===== src/shared/acd_pkg.sv =====
// constants and types of the accumulator add datapath
package acd_pkg;

    // ****************************************
    // register counts
    // ****************************************
    localparam int unsigned PTR_CNT = 6;
    localparam int unsigned ACC_CNT = 4;

    // ****************************************
    // register byte offsets
    // ****************************************
    localparam logic [7:0] ADDR_CMD    = 8'h00;
    localparam logic [7:0] ADDR_OPND   = 8'h04;
    localparam logic [7:0] ADDR_SHF    = 8'h08;
    localparam logic [7:0] ADDR_MOD    = 8'h0C;
    localparam logic [7:0] ADDR_CFG    = 8'h10;
    localparam logic [7:0] ADDR_PROD   = 8'h14;
    localparam logic [7:0] ADDR_FLAGS  = 8'h18;
    localparam logic [7:0] ADDR_STAT   = 8'h1C;
    localparam logic [7:0] ADDR_PTR0   = 8'h20;
    localparam logic [7:0] ADDR_PTR_END = 8'h38;
    localparam logic [7:0] ADDR_ACC0   = 8'h40;
    localparam logic [7:0] ADDR_ACC_END = 8'h60;

    // ****************************************
    // cfg word field positions
    // ****************************************
    localparam int unsigned CFG_STEP_LSB = 0;
    localparam int unsigned CFG_WRAP_LSB = 7;

    // ****************************************
    // reset values
    // ****************************************
    localparam logic [1:0]  RST_SHF    = 2'h0;
    localparam logic [5:0]  RST_MODEN  = 6'h00;
    localparam logic [6:0]  RST_STEP   = 7'h01;
    localparam logic [8:0]  RST_WRAP   = 9'h1FF;
    localparam logic [15:0] RST_PTR    = 16'h0000;
    localparam logic [35:0] RST_ACC    = 36'h0_0000_0000;
    localparam logic [31:0] RST_PROD   = 32'h0000_0000;
    localparam logic [31:0] RST_OPND   = 32'h0000_0000;

    // ****************************************
    // execution cycles
    // ****************************************
    localparam logic [1:0] CYC_ONE_WORD = 2'h1;
    localparam logic [1:0] CYC_TWO_WORD = 2'h2;

    // ****************************************
    // types
    // ****************************************
    typedef enum logic [3:0] {
        OP_NOP   = 4'b0000,
        OP_ADD   = 4'b0001,
        OP_ADDH  = 4'b0010,
        OP_MOVA  = 4'b0011,
        OP_MOVL  = 4'b0100,
        OP_MOVH  = 4'b0101,
        OP_MOVHD = 4'b0110,
        OP_MAC   = 4'b0111,
        OP_MAA   = 4'b1000,
        OP_MUL   = 4'b1001,
        OP_MODR  = 4'b1010
    } acd_op_t;

    typedef enum logic [1:0] {
        PM_KEEP = 2'b00,
        PM_INC  = 2'b01,
        PM_DEC  = 2'b10,
        PM_STEP = 2'b11
    } acd_pm_t;

    typedef enum logic [2:0] {
        CC_TRUE = 3'b000,
        CC_EQ   = 3'b001,
        CC_NEQ  = 3'b010,
        CC_GT   = 3'b011,
        CC_GE   = 3'b100,
        CC_LT   = 3'b101,
        CC_LE   = 3'b110,
        CC_V    = 3'b111
    } acd_cc_t;

    // command word, op in the low bits
    typedef struct packed {
        logic    twoWord;
        acd_cc_t cond;
        logic    useProd;
        logic    indirect;
        logic    keepExt;
        acd_pm_t postMod;
        logic [2:0] ptrSel;
        logic [1:0] accSel;
        acd_op_t op;
    } acd_cmd_t;

    typedef struct packed {
        logic z;
        logic m;
        logic n;
        logic v;
        logic c;
        logic e;
        logic l;
        logic r;
    } acd_flags_t;

endpackage : acd_pkg


===== src/hw/acd_alu36.sv =====
// 36-bit two's complement adder with flag generation
`timescale 1ns/10ps
module acd_alu36 (
    input  wire logic [35:0]        opA,
    input  wire logic [35:0]        opB,
    input  wire acd_pkg::acd_flags_t flagsIn,
    output acd_pkg::acd_flags_t     flagsOut,
    output logic [35:0]             sum
);
    logic [36:0] wide;

    always_comb begin
        wide = {1'b0, opA} + {1'b0, opB};
        sum = wide[35:0];
        flagsOut.z = (wide[35:0] == 36'h0_0000_0000);
        flagsOut.m = wide[35];
        flagsOut.v = (opA[35] == opB[35]) && (wide[35] != opA[35]);
        flagsOut.c = wide[36];
        // extension in use: bits 35..31 not all sign copies
        flagsOut.e = (wide[35:31] != 5'h00) && (wide[35:31] != 5'h1F);
        flagsOut.n = flagsOut.z | (~flagsOut.e & (wide[31] ^ wide[30]));
        // sticky limit: only reset or a software write clears it
        flagsOut.l = flagsIn.l | flagsOut.v;
        flagsOut.r = flagsIn.r;
    end

endmodule : acd_alu36


===== src/hw/acd_datapath.sv =====
// accumulator add datapath: register port, pointer update, accumulator writes
//
// The placing of the registers and register access over APB were left to the implementer.
`timescale 1ns/10ps
//
// Function
// [RULE1] indirect pointer post-modify: keep, +1, -1, +step
// [RULE2] step is 7-bit signed, -64 to 63
// [RULE3] 9-bit wrap size, only when enabled
// [RULE4] product write-only, loaded by multiply
// [RULE5] product sign-extended to 36 bits into alu
// [RULE6] product shifted by shift field, stored unchanged
// [RULE7] aligned multiply-accumulate shifts product right 16
// [RULE8] whole-accumulator moves sign-extend
// [RULE9] low-word write clears high and extension
// [RULE10] high-word write clears low, sign-extends
// [RULE11] direct high move may keep extension
// [RULE12] 16-bit operand sign-extended to 36 bits
// [RULE13] software tests flags right after setting
// [RULE14] absent condition means always true
// [RULE15] no same accumulator source and destination
// [RULE16] no indexed access right after base change
// [RULE17] two idle slots after program counter write
// [RULE18] add updates seven flags, keeps R
// [RULE19] add takes one or two cycles
// [RULE20] add-to-high adds operand shifted 16
// [RULE21] add-to-high operand not accumulator or product
// [RULE22] accumulators 36 bits: low, high, extension
// [RULE23] access uses pointer before post-modify
module acd_datapath (
    input  wire logic        clk,
    input  wire logic        rst_n,
    input  wire logic        psel,
    input  wire logic        penable,
    input  wire logic        pwrite,
    input  wire logic [7:0]  paddr,
    input  wire logic [31:0] pwdata,
    output logic [31:0]      prdata,
    output logic             pready,
    output logic             pslverr
);

    // ****************************************
    // state
    // ****************************************
    logic [15:0]         pointer_regs [acd_pkg::PTR_CNT];
    logic [15:0]         next_pointer_regs [acd_pkg::PTR_CNT];
    logic [35:0]         accum [acd_pkg::ACC_CNT];
    logic [35:0]         next_accum [acd_pkg::ACC_CNT];
    logic [31:0]         product;
    logic [31:0]         next_product;
    acd_pkg::acd_flags_t flags;
    acd_pkg::acd_flags_t next_flags;
    logic [1:0]          product_shift_field;
    logic [1:0]          next_product_shift_field;
    logic [5:0]          status_word_two;
    logic [5:0]          next_status_word_two;
    logic [6:0]          increment_amount_i;
    logic [6:0]          next_increment_amount_i;
    logic [8:0]          wrap_size_i;
    logic [8:0]          next_wrap_size_i;
    logic [31:0]         opnd;
    logic [31:0]         next_opnd;
    acd_pkg::acd_cmd_t   cmdReg;
    acd_pkg::acd_cmd_t   next_cmdReg;
    logic [1:0]          busyCnt;
    logic [1:0]          next_busyCnt;
    logic [15:0]         lastAddr;
    logic [15:0]         next_lastAddr;
    logic [31:0]         next_prdata;
    logic                next_pready;
    logic                next_pslverr;

    // ****************************************
    // operand shaping
    // ****************************************
    logic [35:0]         prodExt;
    logic [35:0]         prodShifted;
    logic [35:0]         prodAligned;
    logic [35:0]         opndExt;
    logic [35:0]         aluA;
    logic [35:0]         aluB;
    logic [35:0]         aluSum;
    acd_pkg::acd_flags_t aluFlags;
    logic [1:0]          firstBankIdx;
    logic [1:0]          accIdx;

    always_comb begin
        prodExt = {{4{product[31]}}, product}; // RULE5
        case (product_shift_field) // RULE6
            2'h1: prodShifted = {prodExt[35], prodExt[35:1]};
            2'h2: prodShifted = {prodExt[34:0], 1'b0};
            2'h3: prodShifted = {prodExt[33:0], 2'b00};
            default: prodShifted = prodExt;
        endcase
        prodAligned = {{16{prodShifted[35]}}, prodShifted[35:16]}; // RULE7
        opndExt = {{20{opnd[15]}}, opnd[15:0]}; // RULE12
        // add and add-to-high use the first bank only
        firstBankIdx = {1'b0, cmdReg.accSel[0]};
        accIdx = cmdReg.accSel;
        aluA = accum[firstBankIdx];
        aluB = opndExt;
        case (cmdReg.op)
            acd_pkg::OP_ADD: begin
                aluB = cmdReg.useProd ? prodShifted : opndExt;
            end
            acd_pkg::OP_ADDH: begin
                // zero low half keeps the low word
                aluB = {opndExt[19:0], 16'h0000}; // RULE20
            end
            acd_pkg::OP_MAC: begin
                aluA = accum[accIdx];
                aluB = prodShifted;
            end
            acd_pkg::OP_MAA: begin
                aluA = accum[accIdx];
                aluB = prodAligned; // RULE7
            end
            default: begin
                aluB = opndExt;
            end
        endcase
    end

    acd_alu36 u_alu (
        .opA      (aluA),
        .opB      (aluB),
        .flagsIn  (flags),
        .flagsOut (aluFlags),
        .sum      (aluSum)
    );

    // ****************************************
    // pointer post-modification
    // ****************************************
    function automatic logic [15:0] postModify(
        input logic [15:0]     cur,
        input acd_pkg::acd_pm_t mode,
        input logic [6:0]      stepv,
        input logic [8:0]      wrapv,
        input logic            modOn
    );
        logic [9:0]  delta;
        logic [10:0] off;
        logic [10:0] lim;
        begin
            case (mode) // RULE1
                acd_pkg::PM_INC:  delta = 10'h001;
                acd_pkg::PM_DEC:  delta = 10'h3FF;
                acd_pkg::PM_STEP: delta = {{3{stepv[6]}}, stepv}; // RULE2
                default:          delta = 10'h000;
            endcase
            lim = {2'b00, wrapv};
            off = {2'b00, cur[8:0]} + {delta[9], delta};
            if (modOn && (mode != acd_pkg::PM_KEEP)) begin // RULE3
                // wrap+1 word window in the aligned 512-word page
                if (off[10]) begin
                    off = off + lim + 11'h001;
                end else if ($signed(off) > $signed(lim)) begin
                    off = off - lim - 11'h001;
                end
                postModify = {cur[15:9], off[8:0]};
            end else begin
                postModify = cur + {{6{delta[9]}}, delta};
            end
        end
    endfunction : postModify

    // ****************************************
    // next-state logic
    // ****************************************
    logic        access;
    logic        commit;
    logic        hit;
    logic        isCmd;
    logic [31:0] rdata;
    logic        condTrue;
    logic [2:0]  pIdx;
    logic [1:0]  aIdx;

    always_comb begin
        for (int i = 0; i < acd_pkg::PTR_CNT; i++) begin
            next_pointer_regs[i] = pointer_regs[i];
        end
        for (int i = 0; i < acd_pkg::ACC_CNT; i++) begin
            next_accum[i] = accum[i];
        end
        next_product = product;
        next_flags = flags;
        next_product_shift_field = product_shift_field;
        next_status_word_two = status_word_two;
        next_increment_amount_i = increment_amount_i;
        next_wrap_size_i = wrap_size_i;
        next_opnd = opnd;
        next_cmdReg = cmdReg;
        next_busyCnt = busyCnt;
        next_lastAddr = lastAddr;
        next_prdata = prdata;
        next_pready = 1'b0;
        next_pslverr = 1'b0;
        pIdx = cmdReg.ptrSel;
        aIdx = cmdReg.accSel;

        // condition on the current flags
        case (cmdReg.cond) // RULE14
            acd_pkg::CC_EQ:  condTrue = flags.z;
            acd_pkg::CC_NEQ: condTrue = ~flags.z;
            acd_pkg::CC_GT:  condTrue = ~flags.m & ~flags.z;
            acd_pkg::CC_GE:  condTrue = ~flags.m;
            acd_pkg::CC_LT:  condTrue = flags.m;
            acd_pkg::CC_LE:  condTrue = flags.m | flags.z;
            acd_pkg::CC_V:   condTrue = flags.v;
            default:         condTrue = 1'b1;
        endcase

        // ---- execution: result lands at the last busy edge ----
        if (busyCnt != 2'h0) begin
            next_busyCnt = busyCnt - 2'h1; // RULE19
        end
        if ((busyCnt == acd_pkg::CYC_ONE_WORD) && condTrue) begin
            if (cmdReg.indirect && (pIdx < 3'(acd_pkg::PTR_CNT))) begin
                next_lastAddr = pointer_regs[pIdx]; // RULE23
                next_pointer_regs[pIdx] = postModify(pointer_regs[pIdx],
                    cmdReg.postMod, increment_amount_i, wrap_size_i,
                    status_word_two[pIdx]); // RULE1
            end
            case (cmdReg.op)
                acd_pkg::OP_ADD, acd_pkg::OP_ADDH: begin
                    next_accum[firstBankIdx] = aluSum; // RULE18
                    next_flags = aluFlags; // RULE18
                end
                acd_pkg::OP_MAC, acd_pkg::OP_MAA: begin
                    next_accum[aIdx] = aluSum;
                    next_flags = aluFlags;
                end
                acd_pkg::OP_MOVA: begin
                    // the only move that copies the product out
                    next_accum[aIdx] = cmdReg.useProd ? prodShifted
                                                      : opndExt; // RULE8
                end
                acd_pkg::OP_MOVL: begin
                    next_accum[aIdx] = {20'h0_0000, opnd[15:0]}; // RULE9
                end
                acd_pkg::OP_MOVH: begin
                    next_accum[aIdx] = {{4{opnd[15]}}, opnd[15:0],
                                        16'h0000}; // RULE10
                end
                acd_pkg::OP_MOVHD: begin
                    next_accum[aIdx] = {cmdReg.keepExt ? accum[aIdx][35:32]
                                                       : {4{opnd[15]}},
                                        opnd[15:0], 16'h0000}; // RULE11
                end
                acd_pkg::OP_MUL: begin
                    next_product = 32'($signed(opnd[15:0])
                                       * $signed(opnd[31:16])); // RULE4
                end
                default: begin
                    next_product = product;
                end
            endcase
        end

        // ---- bus decode ----
        access = psel & penable;
        commit = access & pready & ~pslverr;
        isCmd = (paddr == acd_pkg::ADDR_CMD);
        hit = 1'b1;
        rdata = 32'h0000_0000;
        if (paddr[1:0] != 2'b00) begin
            hit = 1'b0;
        end else if (isCmd) begin
            rdata = {14'h0000, cmdReg};
        end else if (paddr == acd_pkg::ADDR_OPND) begin
            rdata = opnd;
        end else if (paddr == acd_pkg::ADDR_SHF) begin
            rdata = {30'h0000_0000, product_shift_field};
        end else if (paddr == acd_pkg::ADDR_MOD) begin
            rdata = {26'h000_0000, status_word_two};
        end else if (paddr == acd_pkg::ADDR_CFG) begin
            rdata = {16'h0000, wrap_size_i, increment_amount_i};
        end else if (paddr == acd_pkg::ADDR_PROD) begin
            rdata = 32'h0000_0000; // RULE4
        end else if (paddr == acd_pkg::ADDR_FLAGS) begin
            rdata = {24'h00_0000, flags};
        end else if (paddr == acd_pkg::ADDR_STAT) begin
            rdata = {lastAddr, 14'h0000, busyCnt};
        end else if ((paddr >= acd_pkg::ADDR_PTR0)
                     && (paddr < acd_pkg::ADDR_PTR_END)) begin
            rdata = {16'h0000, pointer_regs[paddr[4:2]]};
        end else if ((paddr >= acd_pkg::ADDR_ACC0)
                     && (paddr < acd_pkg::ADDR_ACC_END)) begin
            rdata = paddr[2] ? {28'h000_0000, accum[paddr[4:3]][35:32]}
                             : accum[paddr[4:3]][31:0]; // RULE22
        end else begin
            hit = 1'b0;
        end

        // ---- bus answer: one wait state; a command waits while busy ----
        if (access && !pready) begin
            if (!hit) begin
                next_pready = 1'b1;
                next_pslverr = 1'b1;
            end else if (isCmd && pwrite && (busyCnt != 2'h0)) begin
                next_pready = 1'b0;
            end else begin
                next_pready = 1'b1;
                next_prdata = pwrite ? 32'h0000_0000 : rdata;
            end
        end

        // ---- writes land on the accepting edge ----
        if (commit && pwrite) begin
            if (isCmd) begin
                next_cmdReg = acd_pkg::acd_cmd_t'(pwdata[17:0]);
                next_busyCnt = pwdata[17] ? acd_pkg::CYC_TWO_WORD
                                          : acd_pkg::CYC_ONE_WORD; // RULE19
            end else if (paddr == acd_pkg::ADDR_OPND) begin
                next_opnd = pwdata;
            end else if (paddr == acd_pkg::ADDR_SHF) begin
                next_product_shift_field = pwdata[1:0];
            end else if (paddr == acd_pkg::ADDR_MOD) begin
                next_status_word_two = pwdata[5:0];
            end else if (paddr == acd_pkg::ADDR_CFG) begin
                next_increment_amount_i = pwdata[acd_pkg::CFG_STEP_LSB +: 7];
                next_wrap_size_i = pwdata[acd_pkg::CFG_WRAP_LSB +: 9];
            end else if (paddr == acd_pkg::ADDR_PROD) begin
                next_product = pwdata; // RULE4
            end else if (paddr == acd_pkg::ADDR_FLAGS) begin
                next_flags = acd_pkg::acd_flags_t'(pwdata[7:0]);
            end else if ((paddr >= acd_pkg::ADDR_PTR0)
                         && (paddr < acd_pkg::ADDR_PTR_END)) begin
                // a software write beats a same-edge post-modify
                next_pointer_regs[paddr[4:2]] = pwdata[15:0];
            end
        end
    end

    // ****************************************
    // registers
    // ****************************************
    always_ff @(posedge clk or negedge rst_n) begin
        if (!rst_n) begin
            for (int i = 0; i < acd_pkg::PTR_CNT; i++) begin
                pointer_regs[i] <= acd_pkg::RST_PTR;
            end
            for (int i = 0; i < acd_pkg::ACC_CNT; i++) begin
                accum[i] <= acd_pkg::RST_ACC;
            end
            product <= acd_pkg::RST_PROD;
            flags <= '0;
            product_shift_field <= acd_pkg::RST_SHF;
            status_word_two <= acd_pkg::RST_MODEN;
            increment_amount_i <= acd_pkg::RST_STEP;
            wrap_size_i <= acd_pkg::RST_WRAP;
            opnd <= acd_pkg::RST_OPND;
            cmdReg <= '0;
            busyCnt <= 2'h0;
            lastAddr <= acd_pkg::RST_PTR;
            prdata <= 32'h0000_0000;
            pready <= 1'b0;
            pslverr <= 1'b0;
        end else begin
            for (int i = 0; i < acd_pkg::PTR_CNT; i++) begin
                pointer_regs[i] <= next_pointer_regs[i];
            end
            for (int i = 0; i < acd_pkg::ACC_CNT; i++) begin
                accum[i] <= next_accum[i];
            end
            product <= next_product;
            flags <= next_flags;
            product_shift_field <= next_product_shift_field;
            status_word_two <= next_status_word_two;
            increment_amount_i <= next_increment_amount_i;
            wrap_size_i <= next_wrap_size_i;
            opnd <= next_opnd;
            cmdReg <= next_cmdReg;
            busyCnt <= next_busyCnt;
            lastAddr <= next_lastAddr;
            prdata <= next_prdata;
            pready <= next_pready;
            pslverr <= next_pslverr;
        end
    end

endmodule : acd_datapath


===== config.mk =====
export PLATFORM = sky130hd
export DESIGN_NAME = acd_datapath
export DESIGN_NICKNAME = d
export VERILOG_FILES = /design/src/shared/acd_pkg.sv /design/src/hw/acd_alu36.sv /design/src/hw/acd_datapath.sv
export SDC_FILE = /design/constraint.sdc
export NUM_CORES = 2
export LEC_CHECK = 0
export BUFFER_PORTS_ARGS = -buffer_cell sky130_fd_sc_hd__buf_2
export CORE_UTILIZATION = 35
export DETAILED_ROUTE_END_ITERATION = 16
export PLACE_DENSITY_LB_ADDON = 0.05
export SETUP_SLACK_MARGIN = 0.02
export SLEW_MARGIN = 10
export SYNTH_ARGS = -nofsm -noshare
export SYNTH_HDL_FRONTEND = slang
export SYNTH_HIERARCHICAL = 1
export SYNTH_SLANG_ARGS = --single-unit

===== constraint.sdc =====
create_clock -name clk -period 8.59 [get_ports clk]
set_input_delay 1.718 -clock clk [delete_from_list [all_inputs] [get_ports clk]]
set_output_delay 1.718 -clock clk [all_outputs]
set_load 0.03 [all_outputs]

==> metrics.md <==
| Metric | Value |
|---|---|
| Crit path from | `cmdReg[1]$_DFFE_PN0P_` |
| Initial Util | `about 35%` |
| Ys Warns | `6` |
| Ys async rst share | `100%` |
| Util after Layout | `approximately two fifths` |
| Port Buffers | `between 70 and 80` |
| All-Layer GR Usage | `31.8%` |
| Layout cells sized above 1 | `about an eighth` |
| Period minus WS final | `slightly below 8 ns` |
| Die W | `about 340 um` |
| Setup Viol. Count Final | `0` |
| Post-synthesis sequential area ratio | `between 20% and 30%` |
| Clock sink count | `between 400 and 500` |
| Reg2reg start | `cmdReg[1]$_DFFE_PN0P_` |
| Cell with the most instances after synthesis | `nand2_1` |
| Reg2Reg Depth | `26` |
| WHS | `~0.48 ns` |
| Ys flop type | `dfrtp_1` |
| Commonest cells post-synth | `576 x nand2_1, 397 x o21ai_0, 396 x dfrtp_1` |
| Top cells by area, synth | `dfrtp_1 25%, fa_1 14%, mux4_2 6.6%, nand2_1 5.5%, o21ai_0 5.1%` |
| CP required | `between 9 and 10 ns` |
| Wire length per cell | `~31 um` |
| Core Region | `between 100000 and 150000 um2` |
| Cell leakage power | `just under 20 nW` |
| Status | `finished clean` |
| Critical Path AT | `~8.5 ns` |
| Routed vias | `between 30000 and 40000` |
| Power density over the cells | `105 nW/um2` |
| Internal power | `0.00330 W` |
| Synthesized area per cell | `just under 9 um2` |
| Least-Margin Pin Slew | `1.41 ns` |
| Post-CTS Resized | `0` |
| Mapped Nets | `about 5000` |
| Cell area after synthesis | `around 39000 um2` |
| Setup bufs post-CTS | `0` |
| Synth cell types | `about 100` |
| Count of state elements after synthesis | `about 410` |
| CTS tree | `done` |
| Reg clk slew, reported paths | `about 0.070 ns` |
| Pre-antenna DRT Iters | `8` |
| Die area | `roughly 110000 um2` |
| Yosys top cell by area | `dfrtp_1` |
| CTS Hold Bufs | `0` |
| Non-filler cells, final | `between 5000 and 6000` |
| Final Max Slew Viols | `0` |
| Sequential power share | `between 40% and 50%` |
| EDFF count, synth | `0` |
| CP max FO | `21` |
| CP endpoint | `flags[5]$_DFF_PN0_` |
| Worst-Skew Late Latency | `0.66 ns` |
| Congestion Overflow GR | `0` |
| Number of global-route vias before repair | `around 35000` |
| Root buffer cell | `clkbuf_16` |
| Io pins | `around 80` |
| Fin Setup TNS | `0 ns` |
| Setup crit end kind | `flip-flop` |
| Setup Crit Path Kind | `reg2reg` |
| Syn Inst Count | `between 4000 and 5000` |
| CTS Buffer Depth | `3` |
| Fin nets | `4797` |
| VDD IR max | `0.000189 V` |
| Gate power share | `about 5.6%` |
| Num rows | `122` |
| Sw power | `around 0.0012 W` |
| Clock power share | `51.2%` |
| DRT iter0 DRCs | `4002` |
| Routability cong. | `around 0.98` |
| Antenna violations before repair | `13` |
| Final HPWL DP | `130 mm` |
| Largest net degree at the start of global routing | `approximately 140` |
| # DRC | `0` |
| Placed inst area | `~41000 um2` |
| Die H | `336 um` |
| DRT Wirelength | `181 mm` |
| Final Cycle Share | `about nine tenths` |
| Max Freq | `roughly 0.13 GHz` |
| Switching Share | `between 20% and 30%` |
| DRT antenna net count | `0` |
| Vias per Instance | `between 6 and 7` |
| Worst hold path type | `reg2reg` |
| Fin. Hold Viols | `0` |
| Inst Count DP | `between 5000 and 6000` |
| RSZ-0062 raised after global routing | `no` |
| R2R setup slack | `around 0.71 ns` |
| H-tree depth | `2` |
| Yosys top cell area share | `25.3%` |
| Worst r2r dst | `flags[5]$_DFF_PN0_` |
| Num CTS Buffers | `51` |
| Max-cap viol count | `0` |
| Layout Skew | `0.0388 ns` |
| Area grow syn2layout | `9.47%` |
| First-pass GRT wire length | `between 200 and 300 mm` |
| Final Cell Area | `around 43000 um2` |
| CP startpoint kind | `flip-flop` |
| Rel. slew slack | `~5.9%` |
==> layout make-up <==
cell class | count | area (um2)
clock inverter | 18 | 218
antenna | 4 | 10.0
fill | 11300 | 67900
multi-input combinational | 3330 | 26400
inverter | 350 | 1310
tap | 1488 | 1860
timing repair buffer | 192 | 1290
clock buffer | 73 | 1510
sequential | 406 | 10200
==> placed cells by master, fill, tap and decap left out, drive strengths merged, types with 104 or more instances in the layout <==
master	instances
mux2i	104
fa	266
buf	192
nor2	296
nand2	579
o21ai	413
and2	141
inv	349
mux4	115
a21oi	289
dfrtp	396
ha	155
==> critical path, cell delays in order (launching register included) <==
cell       delay, ns
dfrtp_1         0.63
nor2_1          0.18
nand2_1         0.34
nand2_2         0.10
nand2_2         0.43
buf_12          0.32
mux4_2          0.57
ha_1            0.40
a21oi_1         0.24
o21ai_0         0.22
a311oi_1        0.38
a21oi_1         0.16
buf_4           0.20
o21a_1          0.20
o21ai_0         0.17
nand2b_1        0.09
xnor2_1         0.33
ha_1            0.21
or4b_2          0.59
or4_1           0.41
nor4_1          0.23
nand4bb_1       0.14
or4_4           0.51
nor4_4          0.35
o21bai_1        0.16
mux2i_1         0.08
a21oi_1         0.15
==> routing by layer <==
| metal | global-route usage, % | routed length, um | vias to the layer above |
|---|---|---|---|
| met5 | 0 | 60 | - |
| met4 | 11.9 | 7400 | 10 |
| met2 | 50.3 | 81800 | 1649 |
| met3 | 5.43 | 13100 | 344 |
| met1 | 43.5 | 78100 | 18200 |
| li1 | - | - | 15400 |
==> power groups by stage <==
stage	sequential [W]	clock, W	combinational, W
5_1_grt	0.00194	0.00239	0.000266
2_1_floorplan	0.00197	0	0.000110
6_report	0.00194	0.00229	0.000251
3_3_place_gp	0.00197	0	0.000251
4_1_cts	0.00193	0.00233	0.000251
3_5_place_dp	0.00197	0	0.000250
==> metrics by stage <==
stage | setup WS (ns) | total power [W]
finish | 0.710 | 0.00448
global placement | 0.930 | 0.00222
detailed placement | 0.816 | 0.00222
CTS | 0.783 | 0.00452
floorplan | 1.97 | 0.00208
global route | 0.170 | 0.00459
==> cell families (layout without fill, tap and decap cells) <==
family                   after synthesis  in the layout  share of synthesized area (%)
AO/OA/AOI/OAI                       1252           1252                           20.6
XOR/XNOR                              73             73                           1.65
adder cells (fa/ha/maj)              421            421                           18.6
buffers and inverters                676            633                           6.82
flip-flops                           406            406                           26.0
multiplexers                         278            278                           11.0
other                                  0              4                              0
AND/OR/NAND/NOR                     1306           1306                           15.4
==> worst min-delay path by stage <==
| stage | startpoint | cells past startpoint | slack, ns | end |
|---|---|---|---|---|
| 3_3_place_gp | prdata[8]$_DFFE_PN0P_ | 2 | 0.47 | prdata[8]$_DFFE_PN0P_ |
| 2_1_floorplan | lastAddr[15]$_DFFE_PN0P_ | 2 | 0.45 | lastAddr[15]$_DFFE_PN0P_ |
| 3_5_place_dp | prdata[31]$_DFFE_PN0P_ | 2 | 0.47 | prdata[31]$_DFFE_PN0P_ |
| 4_1_cts | prdata[1]$_DFFE_PN0P_ | 2 | 0.49 | prdata[1]$_DFFE_PN0P_ |
| 5_1_grt | lastAddr[1]$_DFFE_PN0P_ | 1 | 0.52 | lastAddr[1]$_DFFE_PN0P_ |
| 6_report | prdata[1]$_DFFE_PN0P_ | 2 | 0.48 | prdata[1]$_DFFE_PN0P_ |
(Power assumes the default switching activity.)
